--- config.mk ---
export PLATFORM = sky130hd
export DESIGN_NAME = sp4_host_flat
export DESIGN_NICKNAME = d
export VERILOG_FILES = /design/src/sp4_pkg.sv /design/src/sp4_link_if.sv /design/src/sp4_host.sv /design/src/flat_wrapper.sv
export SDC_FILE = /design/constraint.sdc
export NUM_CORES = 1
export LEC_CHECK = 0
export ABC_AREA = 1
export CAP_MARGIN = 20
export CORE_ASPECT_RATIO = 2
export CORE_MARGIN = 1
export CORE_UTILIZATION = 55
export DETAILED_ROUTE_END_ITERATION = 6
export DONT_BUFFER_PORTS = 1
export PLACE_DENSITY = 0.7
export SLEW_MARGIN = 20
export SYNTH_ARGS = -nofsm -noshare
export SYNTH_HDL_FRONTEND = slang
export SYNTH_SLANG_ARGS = --single-unit
--- constraint.sdc ---
create_clock -name aclk -period 2.28 [get_ports aclk]
set_clock_uncertainty 0.2 [all_clocks]
set_input_delay 0.456 -clock aclk [delete_from_list [all_inputs] [get_ports aclk]]
set_output_delay 0.456 -clock aclk [all_outputs]
set_load 0.005 [all_outputs]
--- src/sp4_pkg.sv ---
package sp4_pkg;

  // Deserializer word and divider layout.
  localparam int WORD_BITS = 4;
  localparam int DIV_WIDTH = 3;
  localparam int QUARTER_BIT = 1;
  localparam int EIGHTH_BIT = 2;
  localparam logic [2:0] DIV_CLEAR = 3'h0;
  localparam logic [2:0] DIV_STEP = 3'h1;
  localparam logic [2:0] DIV_LAST_EIGHT = 3'h7;
  localparam logic [1:0] DIV_LAST_FOUR = 2'h3;
  localparam logic [3:0] WORD_CLEAR = 4'h0;

  // Link bundle positions as seen by the synchroniser.
  localparam int SYNC_STAGES = 2;
  localparam int LINK_WIDTH = 5;
  localparam int LINK_CLK = 0;
  localparam int LINK_A = 1;
  localparam int LINK_B = 2;
  localparam int LINK_SLIP = 3;
  localparam int LINK_MR = 4;

  // Host bit clock and pulse lengths, counted in aclk cycles or bit clocks.
  localparam logic [3:0] BIT_HALF_LAST = 4'h1;
  localparam logic [3:0] HOLD_STEP = 4'h1;
  localparam logic [3:0] HOLD_DONE = 4'h1;
  localparam logic [3:0] SLIP_MIN_BIT_CLOCKS = 4'h2;
  localparam logic [3:0] SLIP_HOLD = SLIP_MIN_BIT_CLOCKS + 4'h1;
  localparam logic [3:0] SLIP_GAP = 4'h4;
  localparam logic [3:0] RESET_HOLD = 4'h2;
  localparam logic [4:0] BIT_IDX_STEP = 5'h01;
  localparam logic [7:0] COUNT_STEP = 8'h01;

  // Host register map.
  localparam int ADDR_W = 4;
  localparam logic [3:0] REG_CTRL = 4'h0;
  localparam logic [3:0] REG_TX_WORD = 4'h4;
  localparam logic [3:0] REG_LOOP_WORD = 4'h8;
  localparam logic [3:0] REG_STATUS = 4'hC;
  localparam int CTRL_RESET_BIT = 0;
  localparam int CTRL_SLIP_LSB = 8;
  localparam int SLIP_CNT_W = 4;
  localparam int STATUS_BUSY_BIT = 0;
  localparam int STATUS_COUNT_LSB = 8;
  localparam logic [31:0] DATA_RESET = 32'h0000_0000;
  localparam logic [1:0] RESP_OKAY = 2'h0;
  localparam logic [1:0] RESP_SLVERR = 2'h2;

  typedef enum logic [1:0] {
    HOST_IDLE = 2'b00,
    HOST_RESET = 2'b01,
    HOST_SLIP = 2'b11,
    HOST_GAP = 2'b10
  } sp4_host_state_type;

endpackage

--- src/sp4_link_if.sv ---
`timescale 1ns/1ps
interface sp4_link_if;
  logic bit_clock;
  logic serial_in_a;
  logic serial_in_b;
  logic bit_slip_pulse;
  logic master_reset;

  modport device (
    input bit_clock,
    input serial_in_a,
    input serial_in_b,
    input bit_slip_pulse,
    input master_reset
  );

  modport host (
    output bit_clock,
    output serial_in_a,
    output serial_in_b,
    output bit_slip_pulse,
    output master_reset
  );
endinterface

--- src/sp4_host.sv ---
`timescale 1ns/1ps
module sp4_host (
  input wire logic aclk,
  input wire logic aresetn,
  sp4_link_if.host link,
  input wire logic [3:0] s_axi_awaddr,
  input wire logic s_axi_awvalid,
  output logic s_axi_awready,
  input wire logic [31:0] s_axi_wdata,
  input wire logic [3:0] s_axi_wstrb,
  input wire logic s_axi_wvalid,
  output logic s_axi_wready,
  output logic [1:0] s_axi_bresp,
  output logic s_axi_bvalid,
  input wire logic s_axi_bready,
  input wire logic [3:0] s_axi_araddr,
  input wire logic s_axi_arvalid,
  output logic s_axi_arready,
  output logic [31:0] s_axi_rdata,
  output logic [1:0] s_axi_rresp,
  output logic s_axi_rvalid,
  input wire logic s_axi_rready
);
  typedef struct packed {
    logic awready;
    logic wready;
    logic bvalid;
    logic [1:0] bresp;
    logic arready;
    logic rvalid;
    logic [1:0] rresp;
    logic [31:0] rdata;
    logic [3:0] waddr;
    logic [31:0] wdata;
    logic [3:0] wstrb;
    logic [31:0] tx_word;
    logic [31:0] loop_word;
    logic reset_req;
    logic [3:0] slip_left;
    logic [7:0] slips_sent;
    sp4_pkg::sp4_host_state_type fsm;
    logic [3:0] phase;
    logic [3:0] hold;
    logic [4:0] bit_idx;
    logic bit_clock;
    logic sa;
    logic sb;
    logic slip_out;
    logic mr_out;
  } sp4_host_state_type;

  sp4_host_state_type state_reg;
  sp4_host_state_type state_next;
  logic fall;
  logic busy;

  function automatic logic [31:0] sp4_merge(input logic [31:0] old_v,
                                            input logic [31:0] new_v,
                                            input logic [3:0] strb);
    logic [31:0] res;
    res = old_v;
    for (int i = 0; i < 4; i++) begin
      if (strb[i]) begin
        res[i*8 +: 8] = new_v[i*8 +: 8];
      end
    end
    return res;
  endfunction

  always_comb begin
    state_next = state_reg;
    fall = 1'b0;
    busy = (state_reg.fsm != sp4_pkg::HOST_IDLE) ||
           (state_reg.slip_left != '0) || state_reg.reset_req;

    // Bit clock divider; data changes on the falling edge only.
    if (state_reg.phase == sp4_pkg::BIT_HALF_LAST) begin
      state_next.phase = '0;
      state_next.bit_clock = ~state_reg.bit_clock;
      fall = state_reg.bit_clock;
    end else begin
      state_next.phase = state_reg.phase + sp4_pkg::HOLD_STEP;
    end

    if (fall) begin
      state_next.sb = state_reg.tx_word[state_reg.bit_idx];
      state_next.sa = state_reg.loop_word[state_reg.bit_idx];
      state_next.bit_idx = state_reg.bit_idx + sp4_pkg::BIT_IDX_STEP;
      state_next.hold = state_reg.hold - sp4_pkg::HOLD_STEP;
      case (state_reg.fsm)
        sp4_pkg::HOST_IDLE: begin
          if (state_reg.reset_req) begin
            state_next.reset_req = 1'b0;
            state_next.mr_out = 1'b1;
            state_next.hold = sp4_pkg::RESET_HOLD;
            state_next.fsm = sp4_pkg::HOST_RESET;
          end else if (state_reg.slip_left != '0) begin
            state_next.slip_out = 1'b1;
            state_next.hold = sp4_pkg::SLIP_HOLD;
            state_next.fsm = sp4_pkg::HOST_SLIP;
          end
        end
        sp4_pkg::HOST_RESET: begin
          if (state_reg.hold == sp4_pkg::HOLD_DONE) begin
            state_next.mr_out = 1'b0;
            state_next.fsm = sp4_pkg::HOST_IDLE;
          end
        end
        sp4_pkg::HOST_SLIP: begin
          if (state_reg.hold == sp4_pkg::HOLD_DONE) begin
            state_next.slip_out = 1'b0;
            state_next.hold = sp4_pkg::SLIP_GAP;
            state_next.slip_left = state_reg.slip_left - 4'h1;
            state_next.slips_sent = state_reg.slips_sent +
                                    sp4_pkg::COUNT_STEP;
            state_next.fsm = sp4_pkg::HOST_GAP;
          end
        end
        sp4_pkg::HOST_GAP: begin
          if (state_reg.hold == sp4_pkg::HOLD_DONE) begin
            state_next.fsm = sp4_pkg::HOST_IDLE;
          end
        end
        default: begin
          state_next.fsm = sp4_pkg::HOST_IDLE;
        end
      endcase
    end

    // Write channel: address and data are taken in either order.
    if (s_axi_awvalid && state_reg.awready) begin
      state_next.waddr = s_axi_awaddr;
      state_next.awready = 1'b0;
    end
    if (s_axi_wvalid && state_reg.wready) begin
      state_next.wdata = s_axi_wdata;
      state_next.wstrb = s_axi_wstrb;
      state_next.wready = 1'b0;
    end
    if (!state_reg.awready && !state_reg.wready && !state_reg.bvalid) begin
      state_next.bvalid = 1'b1;
      state_next.bresp = sp4_pkg::RESP_OKAY;
      case (state_reg.waddr)
        sp4_pkg::REG_CTRL: begin
          // Requests arriving while busy are dropped; software polls busy.
          if (!busy && state_reg.wstrb[0] &&
              state_reg.wdata[sp4_pkg::CTRL_RESET_BIT]) begin
            state_next.reset_req = 1'b1;
          end
          if (!busy && state_reg.wstrb[1]) begin
            state_next.slip_left = state_reg.wdata[sp4_pkg::CTRL_SLIP_LSB +:
                                                   sp4_pkg::SLIP_CNT_W];
          end
        end
        sp4_pkg::REG_TX_WORD: begin
          state_next.tx_word = sp4_merge(state_reg.tx_word, state_reg.wdata,
                                         state_reg.wstrb);
        end
        sp4_pkg::REG_LOOP_WORD: begin
          state_next.loop_word = sp4_merge(state_reg.loop_word,
                                           state_reg.wdata, state_reg.wstrb);
        end
        sp4_pkg::REG_STATUS: begin
          state_next.bresp = sp4_pkg::RESP_OKAY;
        end
        default: begin
          state_next.bresp = sp4_pkg::RESP_SLVERR;
        end
      endcase
    end
    if (state_reg.bvalid && s_axi_bready) begin
      state_next.bvalid = 1'b0;
      state_next.awready = 1'b1;
      state_next.wready = 1'b1;
    end

    // Read channel: one read at a time, answered on the next cycle.
    if (s_axi_arvalid && state_reg.arready) begin
      state_next.arready = 1'b0;
      state_next.rvalid = 1'b1;
      state_next.rresp = sp4_pkg::RESP_OKAY;
      state_next.rdata = sp4_pkg::DATA_RESET;
      case (s_axi_araddr)
        sp4_pkg::REG_CTRL: begin
          state_next.rdata[sp4_pkg::CTRL_SLIP_LSB +: sp4_pkg::SLIP_CNT_W] =
            state_reg.slip_left;
          state_next.rdata[sp4_pkg::CTRL_RESET_BIT] = state_reg.reset_req;
        end
        sp4_pkg::REG_TX_WORD: state_next.rdata = state_reg.tx_word;
        sp4_pkg::REG_LOOP_WORD: state_next.rdata = state_reg.loop_word;
        sp4_pkg::REG_STATUS: begin
          state_next.rdata[sp4_pkg::STATUS_BUSY_BIT] = busy;
          state_next.rdata[sp4_pkg::STATUS_COUNT_LSB +: 8] =
            state_reg.slips_sent;
        end
        default: state_next.rresp = sp4_pkg::RESP_SLVERR;
      endcase
    end
    if (state_reg.rvalid && s_axi_rready) begin
      state_next.rvalid = 1'b0;
      state_next.arready = 1'b1;
    end
  end

  always_ff @(posedge aclk) begin
    if (!aresetn) begin
      state_reg <= '0;
      state_reg.awready <= 1'b1;
      state_reg.wready <= 1'b1;
      state_reg.arready <= 1'b1;
      state_reg.fsm <= sp4_pkg::HOST_IDLE;
    end else begin
      state_reg <= state_next;
    end
  end

  assign s_axi_awready = state_reg.awready;
  assign s_axi_wready = state_reg.wready;
  assign s_axi_bresp = state_reg.bresp;
  assign s_axi_bvalid = state_reg.bvalid;
  assign s_axi_arready = state_reg.arready;
  assign s_axi_rdata = state_reg.rdata;
  assign s_axi_rresp = state_reg.rresp;
  assign s_axi_rvalid = state_reg.rvalid;
  assign link.bit_clock = state_reg.bit_clock;
  assign link.serial_in_a = state_reg.sa;
  assign link.serial_in_b = state_reg.sb;
  assign link.bit_slip_pulse = state_reg.slip_out;
  assign link.master_reset = state_reg.mr_out;
endmodule

--- src/flat_wrapper.sv ---
// flat-port wrapper written by rule: the top's interface ports become plain ports
module sp4_host_flat 
  (aclk, aresetn, s_axi_awaddr, s_axi_awvalid, s_axi_awready, s_axi_wdata, s_axi_wstrb, s_axi_wvalid, s_axi_wready, s_axi_bresp, s_axi_bvalid, s_axi_bready, s_axi_araddr, s_axi_arvalid, s_axi_arready, s_axi_rdata, s_axi_rresp, s_axi_rvalid, s_axi_rready, link_bit_clock, link_serial_in_a, link_serial_in_b, link_bit_slip_pulse, link_master_reset);
  sp4_link_if link_i ();
  input wire logic aclk;
  input wire logic aresetn;
  input wire logic [3:0] s_axi_awaddr;
  input wire logic s_axi_awvalid;
  output logic s_axi_awready;
  input wire logic [31:0] s_axi_wdata;
  input wire logic [3:0] s_axi_wstrb;
  input wire logic s_axi_wvalid;
  output logic s_axi_wready;
  output logic [1:0] s_axi_bresp;
  output logic s_axi_bvalid;
  input wire logic s_axi_bready;
  input wire logic [3:0] s_axi_araddr;
  input wire logic s_axi_arvalid;
  output logic s_axi_arready;
  output logic [31:0] s_axi_rdata;
  output logic [1:0] s_axi_rresp;
  output logic s_axi_rvalid;
  input wire logic s_axi_rready;
  output wire logic [$bits(link_i.bit_clock)-1:0] link_bit_clock;
  output wire logic [$bits(link_i.serial_in_a)-1:0] link_serial_in_a;
  output wire logic [$bits(link_i.serial_in_b)-1:0] link_serial_in_b;
  output wire logic [$bits(link_i.bit_slip_pulse)-1:0] link_bit_slip_pulse;
  output wire logic [$bits(link_i.master_reset)-1:0] link_master_reset;
  assign link_bit_clock = link_i.bit_clock;
  assign link_serial_in_a = link_i.serial_in_a;
  assign link_serial_in_b = link_i.serial_in_b;
  assign link_bit_slip_pulse = link_i.bit_slip_pulse;
  assign link_master_reset = link_i.master_reset;
  sp4_host u_core (.aclk(aclk), .aresetn(aresetn), .link(link_i), .s_axi_awaddr(s_axi_awaddr), .s_axi_awvalid(s_axi_awvalid), .s_axi_awready(s_axi_awready), .s_axi_wdata(s_axi_wdata), .s_axi_wstrb(s_axi_wstrb), .s_axi_wvalid(s_axi_wvalid), .s_axi_wready(s_axi_wready), .s_axi_bresp(s_axi_bresp), .s_axi_bvalid(s_axi_bvalid), .s_axi_bready(s_axi_bready), .s_axi_araddr(s_axi_araddr), .s_axi_arvalid(s_axi_arvalid), .s_axi_arready(s_axi_arready), .s_axi_rdata(s_axi_rdata), .s_axi_rresp(s_axi_rresp), .s_axi_rvalid(s_axi_rvalid), .s_axi_rready(s_axi_rready));
endmodule
==> results of run 1 <==
worst max-delay path: stages (launching register included):
cell and delay, ns:
dfxtp_1 0.33, inv_1 0.08, ha_1 0.29, nand2_2 0.14
inv_2 0.09, nand2_4 0.09, nor2_4 0.11, nand3_2 0.17
o21ai_0 0.35, a21oi_1 0.07
what timing repair did:
item                                   CTS  global route
endpoints found under the hold margin  107             0
gates resized for setup                  0             0
hold buffers                            13             0
path summary, 6_finish.rpt:
kind,startpoint,slack [ns],cells past startpoint,endpoint
worst max-delay path,u_core.state_reg[18],0.23,9,u_core.state_reg[28]
worst min-delay path,aresetn,-0.005,2,u_core.state_reg[104]
worst min register to register,u_core.state_reg[14],0.27,1,u_core.state_reg[14]
worst max register to register,u_core.state_reg[18],0.23,9,u_core.state_reg[28]
cell type report:
type | instances | area [sq um] | share of cell area
Multi-Input combinational cell | 727 | 3580 | 0.411
Clock inverter | 15 | 165 | 0.0190
Clock buffer | 17 | 425 | 0.0489
Sequential cell | 176 | 3520 | 0.405
Timing Repair Buffer | 32 | 290 | 0.0334
Tap cell | 192 | 240 | 0.0276
Inverter | 127 | 479 | 0.0551
layout by cell type (no fill, tap or decap), types with 6 or more instances in the layout:
master	instances
nand3_1	109
dlygate4sd3_1	12
inv_8	7
inv_2	8
o21ai_0	113
a21oi_1	100
o22ai_1	7
nor2_1	119
inv_1	114
dfxtp_1	176
nand2_1	187
o211ai_1	8
buf_4	19
ha_1	11
nand4_1	6
nor3_1	6
o21ai_1	6
clkbuf_16	17
o221ai_1	19
report_power, final:
| group | switching, mW | internal [mW] | leakage, nW | total, mW |
|---|---|---|---|---|
| registers | 0.118 | 3.19 | 1.43 | 3.31 |
| clock network | 1.42 | 1.47 | 0.285 | 2.89 |
| logic | 0.351 | 0.185 | 1.66 | 0.536 |
cell families (layout without fill, tap and decap cells):
family / count (synthesis) / in the layout / synth area share
AND/OR/NAND/NOR: 449 / 449 / 0.243
XOR/XNOR: 5 / 5 / 0.00539
AO/OA/AOI/OAI: 260 / 260 / 0.174
adder cells (fa/ha/maj): 11 / 11 / 0.0169
buffers and inverters: 221 / 191 / 0.127
flip-flops: 176 / 176 / 0.433
other: 1 / 2 / 0.000461
routing by layer:
metal / global-route usage / up-vias / wire length, um
met5: 0 / - / 0
met4: 0.290 / 0 / 2160
met3: 0.0575 / 106 / 1060
met2: 0.583 / 271 / 13000
met1: 0.288 / 3441 / 7430
li1: - / 3562 / -
through the flow:
step	utilization	power [mW]	hold WS (ns)	std cells	setup slack, ns
after CTS	0.603	6.76	0.000440	1286	0.254
after global routing	0.603	6.97	0.00146	1286	0.0855
after global placement	0.552	3.85	0.247	1241	0.277
final	0.603	6.74	-0.00518	1286	0.234
after floorplan	-	3.78	0.233	1124	0.616
after detailed placement	0.552	3.86	0.255	1241	0.281
==> flow_summary.json, run 1 <==
{
  "fmax_mhz": 489,
  "grt_max_degree": 103,
  "ys_top_cells_by_count": "nand2_1 (187), dfxtp_1 (176), nor2_1 (119), inv_1 (114), o21ai_0 (113)",
  "antenna_found_initial": 0,
  "power_density_nw_per_um2": 774,
  "htreeDepth": 4,
  "wl_per_cell_um": 18.4,
  "slew_viol_final": 0,
  "drc": 0,
  "syn_inst": 1123,
  "ys_seq_area_frac": 0.433,
  "cts_setup_buffers": 0,
  "final-hold-violation-count": 2,
  "yosysMostFrequentCell": "nand2_1",
  "cap_violations": 0,
  "dpl_cell_area_sq_um": 7970,
  "yosysTopAreaCell": "dfxtp_1",
  "drive_gt1_frac": 0.0731,
  "drt_iter0_drc": 595,
  "clkTransAtPathRegs_ns": 0.08,
  "synth.avg_cell_area_sq_um": 7.24,
  "worst_setup_path_end_kind": "flip-flop",
  "finalWirelength_um": 23600,
  "cp-start-kind": "flip-flop",
  "largest_reg_flops": 132,
  "cts.path.max_buffers": 2,
  "status": "finished, violations left",
  "die_h_um": 174,
  "cts_tree": "done",
  "critPathKind": "flip-flop to flip-flop",
  "peakVddDrop_mv": 0.589,
  "dr.pass1.iters": 6,
  "clock-sinks": 176,
  "worstPathArrival_ns": 2.16,
  "dieArea_sq_um": 15300,
  "leakage_nw": 3.38,
  "gr-total-overflow": 0,
  "finalSetupTns_ns": 0,
  "synth.top_cell.area_share": 0.433,
  "cts_root_buf": "clkbuf_16",
  "worst_hold_slack_ns": -0.00518,
  "yosys.cell_types.count": 41,
  "hpwl_um": 16900,
  "grt_setup_unrepaired": "false",
  "yosys_warnings": 0,
  "fin_crit_ns": 2.05,
  "synth-main-ff-cell": "dfxtp_1",
  "finalInstanceArea_sq_um": 8700,
  "fin_crit_sh": 0.897,
  "io_buffers": 0,
  "groute.usage.overall": 0.322,
  "syn_to_final_growth_pct": 7.02,
  "core_sq_um": 14400,
  "gp_congestion": 0.931,
  "synth_area_leaders": "dfxtp_1 (43%), nand2_1 (8.6%), o21ai_0 (7.0%)",
  "fill_cells": 1408,
  "rows": 62,
  "synth_seq_cells": 176,
  "violations": "negative hold slack",
  "die_w_um": 88.0,
  "clock_latency_ns": 0.44,
  "start_util": 0.564,
  "drtAntennaViolNets": 0,
  "grt_first_pass_wirelength_um": 36200,
  "via_per_inst": 5.74,
  "synth_enable_flop_cells": 0,
  "setup-violations-final": 0,
  "syn_area_sq_um": 8130,
  "antenna_cells": 0,
  "relSlewSlack": 0.609,
  "cp.required_ns": 2.39,
  "cts_buffers": 17,
  "synthArstFlopShare": 0,
  "worst_pin_slew_ns": 0.587,
  "route.vias.total": 7380,
  "worstPathMaxFanout": 8,
  "nets": 1143,
  "grt_pass1_vias": 6874,
  "io_pins": 97,
  "hp-class": "input pin to flip-flop"
}
No activity file was read; power rests on OpenSTA's default activity.
==> inputs of run 2 (changes only) <==
--- a/config.mk
+++ b/config.mk
@@ -7,7 +7,7 @@
 export LEC_CHECK = 0
 export ABC_AREA = 1
 export CAP_MARGIN = 20
-export CORE_ASPECT_RATIO = 2
+export CORE_ASPECT_RATIO = 0.6
 export CORE_MARGIN = 1
 export CORE_UTILIZATION = 55
 export DETAILED_ROUTE_END_ITERATION = 6
==> run 2 against run 1 <==
Against the previous run:
- the flow still finishes with violations (negative hold slack)
- first-iteration DRC count up 69%
- via count down 2.4%
- critical path depth up 1
- sequential cell count unchanged
- non-clock buffer count up 6
- critical path type unchanged
- critical endpoint is now u_core.state_reg[30]
==> flow_summary.json, run 2 (synthesis results as in run 1) <==
{
  "hp-class": "input pin to flip-flop",
  "worst_setup_path_end_kind": "flip-flop",
  "wl_per_cell_um": 17.5,
  "nets": 1149,
  "violations": "negative hold slack",
  "slew_viol_final": 0,
  "worstPathMaxFanout": 8,
  "setup-violations-final": 0,
  "dpl_cell_area_sq_um": 7940,
  "peakVddDrop_mv": 0.519,
  "fin_crit_sh": 0.868,
  "cts_setup_buffers": 0,
  "fill_cells": 1298,
  "clkTransAtPathRegs_ns": 0.07,
  "grt_setup_unrepaired": "false",
  "htreeDepth": 4,
  "cts_tree": "done",
  "rows": 33,
  "dieArea_sq_um": 15300,
  "grt_first_pass_wirelength_um": 34600,
  "worstPathArrival_ns": 2.11,
  "largest_reg_flops": 132,
  "hold_depth": 2,
  "io_pins": 97,
  "clock-sinks": 176,
  "status": "finished, violations left",
  "final-hold-violation-count": 1,
  "groute.usage.overall": 0.299,
  "clock_latency_ns": 0.43,
  "io_buffers": 0,
  "drc": 0,
  "die_h_um": 96.2,
  "fin_crit_ns": 1.98,
  "cts_root_buf": "clkbuf_16",
  "via_per_inst": 5.58,
  "finalPower_mw": 6.80,
  "cp.required_ns": 2.41,
  "drt_iter0_drc": 1008,
  "wl_met1_um": 12100,
  "worstRegToRegCells": 10,
  "relSlewSlack": 0.539,
  "route.vias.total": 7203,
  "syn_to_final_growth_pct": 8.00,
  "finalInstanceArea_sq_um": 8780,
  "critPathKind": "flip-flop to flip-flop",
  "worst_pin_slew_ns": 0.689,
  "layout_commonest_cell": "nand2_1",
  "gp_congestion": 0.929,
  "leakage_nw": 3.41,
  "hpwl_um": 15700,
  "finalWirelength_um": 22600,
  "grt_pass1_vias": 5972,
  "wl_met3_um": 3110,
  "fmax_mhz": 505,
  "top_layer_used": "met5",
  "dr.pass1.iters": 6,
  "drtAntennaViolNets": 0,
  "power_density_nw_per_um2": 774,
  "finalSetupTns_ns": 0,
  "antenna_found_initial": 0,
  "drive_gt1_frac": 0.0691,
  "worst_hold_slack_ns": -0.000440,
  "grt_max_degree": 100,
  "gr-total-overflow": 0,
  "post-route-util": 0.626,
  "start_util": 0.579,
  "cts.repair.resized": 0,
  "cp-start-kind": "flip-flop",
  "layout_common_cells": "nand2_1 (187), dfxtp_1 (176), nor2_1 (119)",
  "cts.path.max_buffers": 2,
  "cap_violations": 0,
  "wl_met2_um": 7050,
  "die_w_um": 159,
  "core_sq_um": 14000,
  "cts_buffers": 17,
  "antenna_cells": 0
}
## run 2: worst paths after layout
kind / slack, ns / from / to
setup reg to reg: 0.30 / u_core.state_reg[19] / u_core.state_reg[30]
hold reg to reg: 0.27 / u_core.state_reg[52] / u_core.state_reg[52]
hold / removal: -0.0004 / aresetn / u_core.state_reg[33]
setup / recovery: 0.30 / u_core.state_reg[19] / u_core.state_reg[30]
## run 2: worst max-delay path, stage by stage (launching register included)
cell     delay [ns]
dfxtp_1        0.34
inv_1          0.08
ha_1           0.29
nand2_2        0.14
inv_2          0.09
nand2_4        0.09
nor2_4         0.11
nand3_2        0.17
or2_0          0.27
nand3_1        0.07
inv_1          0.04
## run 2: per-layer routing
metal  track usage  vias up
met5        0.0487        -
met4        0.0689        2
met3        0.0926       18
met2         0.317      408
met1         0.509     3187
li1              -     3588
## run 2: final cells by class
class                   instances  area [sq um]  share of cell area
flip-flops and latches        176          3520               0.401
multi-input cells             727          3580               0.408
well taps                     192           240              0.0274
clock inverters                14           161              0.0184
repair buffers                 38           360              0.0410
inverters                     127           479              0.0546
clock buffers                  18           439              0.0500
## run 2: repair_timing
| action | CTS | global route |
|---|---|---|
| setup endpoints to repair | 0 | 0 |
| endpoints found under the hold margin | 103 | 0 |
| hold buffers | 23 | 0 |
## run 2: stage by stage
stage	hold WS (ns)	cells	worst slack [ns]
6_report	-0.000440	1292	0.301
3_5_place_dp	0.258	1237	0.343
4_1_cts	0.000402	1292	0.335
3_3_place_gp	0.250	1237	0.367
5_1_grt	0.00287	1292	0.123
2_1_floorplan	0.233	1124	0.616
## run 2: where the power goes
group,internal [mW],total (mW),switching [mW]
Combinational,0.192,0.535,0.343
Sequential,3.19,3.32,0.130
Clock,1.51,2.94,1.43
==> inputs of run 3 (changes only) <==
--- a/config.mk
+++ b/config.mk
@@ -12,7 +12,7 @@
 export CORE_UTILIZATION = 55
 export DETAILED_ROUTE_END_ITERATION = 6
 export DONT_BUFFER_PORTS = 1
-export PLACE_DENSITY = 0.7
+export PLACE_DENSITY = 0.71
 export SLEW_MARGIN = 20
 export SYNTH_ARGS = -nofsm -noshare
 export SYNTH_HDL_FRONTEND = slang
==> run 3 against run 2 <==
Against the previous run:
- the flow now finishes without violations
- total power decreased by 0.37%
- register-to-register slack barely moved
- global-route usage up 0.35 points
- fmax shrank 0.23%
- cell count stayed put
- sequential cell count stayed put
- largest cell class unchanged
==> flow_summary.json, run 3 (synthesis results as in run 1) <==
{
  "status": "finished, final reports clean",
  "final-hold-violation-count": 0,
  "finalSetupTns_ns": 0,
  "wl_per_cell_um": 17.6,
  "cts_tree": "done",
  "reg2reg_from": "u_core.state_reg[18]",
  "core_sq_um": 14000,
  "drive_gt1_frac": 0.0718,
  "cts.repair.resized": 0,
  "worst_path_max_delay_cell": "dfxtp_1",
  "leakage_nw": 3.40,
  "antenna_cells": 0,
  "crit_chain": "inv_1, ha_1, nand2_2, inv_2, nand2_4, nor2_4, nand3_2, or2_0, nand3_1, inv_1",
  "io_pins": 97,
  "setup-violations-final": 0,
  "hold_start": "aresetn",
  "die_w_um": 159,
  "pre_cts_slack_ns": 0.353,
  "cts_buffers": 17,
  "die_h_um": 96.2,
  "dpl.cell_count": 1241,
  "fin_crit_sh": 0.870,
  "cp.required_ns": 2.40,
  "hp-class": "input pin to flip-flop",
  "fmax_mhz": 504,
  "cap_violations": 0,
  "worstPathMaxFanout": 8,
  "drt_iter0_drc": 874,
  "hpwl_um": 16200,
  "cp-start-kind": "flip-flop",
  "critPathKind": "flip-flop to flip-flop",
  "power_density_nw_per_um2": 772,
  "syn_to_final_growth_pct": 7.89,
  "worstRegToRegCells": 10,
  "io_buffers": 0,
  "layout_common_cells": "nand2_1 (187), dfxtp_1 (176), nor2_1 (119)",
  "worstPathArrival_ns": 2.11,
  "post_layout_nonfiller_instances": 1292,
  "cts.path.max_buffers": 2,
  "relSlewSlack": 0.563,
  "grt_first_pass_wirelength_um": 35100,
  "worst_path_most_repeated_cell": "inv_1",
  "rows": 33,
  "hold_end": "u_core.state_reg[82]",
  "max_stage_delay_ns": 0.33,
  "setup_slack_ns": 0.296,
  "grt_max_degree": 91,
  "r2r-end": "u_core.state_reg[30]",
  "clock_latency_ns": 0.43,
  "dr.pass1.iters": 5,
  "slew_viol_final": 0,
  "dieArea_sq_um": 15300,
  "gr-total-overflow": 0,
  "drtAntennaViolNets": 0,
  "start_util": 0.579,
  "htreeDepth": 4,
  "grt_setup_unrepaired": "false",
  "largest_reg_flops": 132,
  "route.vias.total": 7304,
  "clock-sinks": 176,
  "cts_root_buf": "clkbuf_16",
  "layout_commonest_cell": "nand2_1",
  "clkTransAtPathRegs_ns": 0.07,
  "via_per_inst": 5.65,
  "antenna_found_initial": 0,
  "worst_pin_slew_ns": 0.653,
  "grt_pass1_vias": 6135,
  "worst_setup_path_end_kind": "flip-flop",
  "fin_crit_ns": 1.98,
  "peakVddDrop_mv": 0.453,
  "finalWirelength_um": 22700,
  "hold_depth": 2,
  "nets": 1150,
  "gp_congestion": 0.976,
  "r2r_slack_ns": 0.30,
  "groute.usage.overall": 0.302,
  "drc": 0
}
## run 3: critical path, delay by kind of cell (launching register included)
family	cells	cell delay, ns
simple gates	6	0.82
fa+ha+maj	1	0.31
buf+inv	3	0.22
flops	1	0.33
## run 3: final cells by class
type	count	area, sq um
Clock buffer	17	425
Clock inverter	14	166
Fill cell	1330	5260
Inverter	127	479
Multi-Input combinational cell	727	3580
Sequential cell	176	3520
Tap cell	192	240
Timing Repair Buffer	39	360
## run 3: worst max path at each step
stage                                    start                    to  slack, ns  cells after the start
after global placement    u_core.state_reg[14]  u_core.state_reg[24]       0.41                      8
after floorplan           u_core.state_reg[18]  u_core.state_reg[30]       0.62                     10
final                     u_core.state_reg[18]  u_core.state_reg[30]       0.30                     10
after detailed placement  u_core.state_reg[18]  u_core.state_reg[30]       0.35                     10
after global routing      u_core.state_reg[18]  u_core.state_reg[31]       0.14                     10
after CTS                 u_core.state_reg[18]  u_core.state_reg[30]       0.34                     10
## run 3: layer usage
layer	routed length, um	GRT usage	vias up
met5	0	0	-
met1	12200	0.499	3294
met4	108	0.0609	0
li1	-	-	3592
met2	7310	0.337	409
met3	3100	0.112	9
## run 3: report_power, final
group / internal, mW / switching [mW]
sequential: 3.19 / 0.120
clock: 1.56 / 1.36
combinational: 0.193 / 0.352
## run 3: per-stage QoR
stage | total power, mW | hold slack [ns] | utilization | cell area [sq um]
3_5_place_dp | 3.85 | 0.255 | 0.567 | 7970
6_report | 6.77 | 0.00538 | 0.625 | 8770
3_3_place_gp | 3.84 | 0.249 | 0.567 | 7970
4_1_cts | 6.78 | 0.000190 | 0.624 | 8750
2_1_floorplan | 3.78 | 0.233 | - | 8140
5_1_grt | 7.01 | 0.00189 | 0.625 | 8770
## run 3: repair_timing
action / CTS / global route
hold buffers: 18 / 2
endpoints found under the hold margin: 93 / 5
buffers inserted: 0 / 0
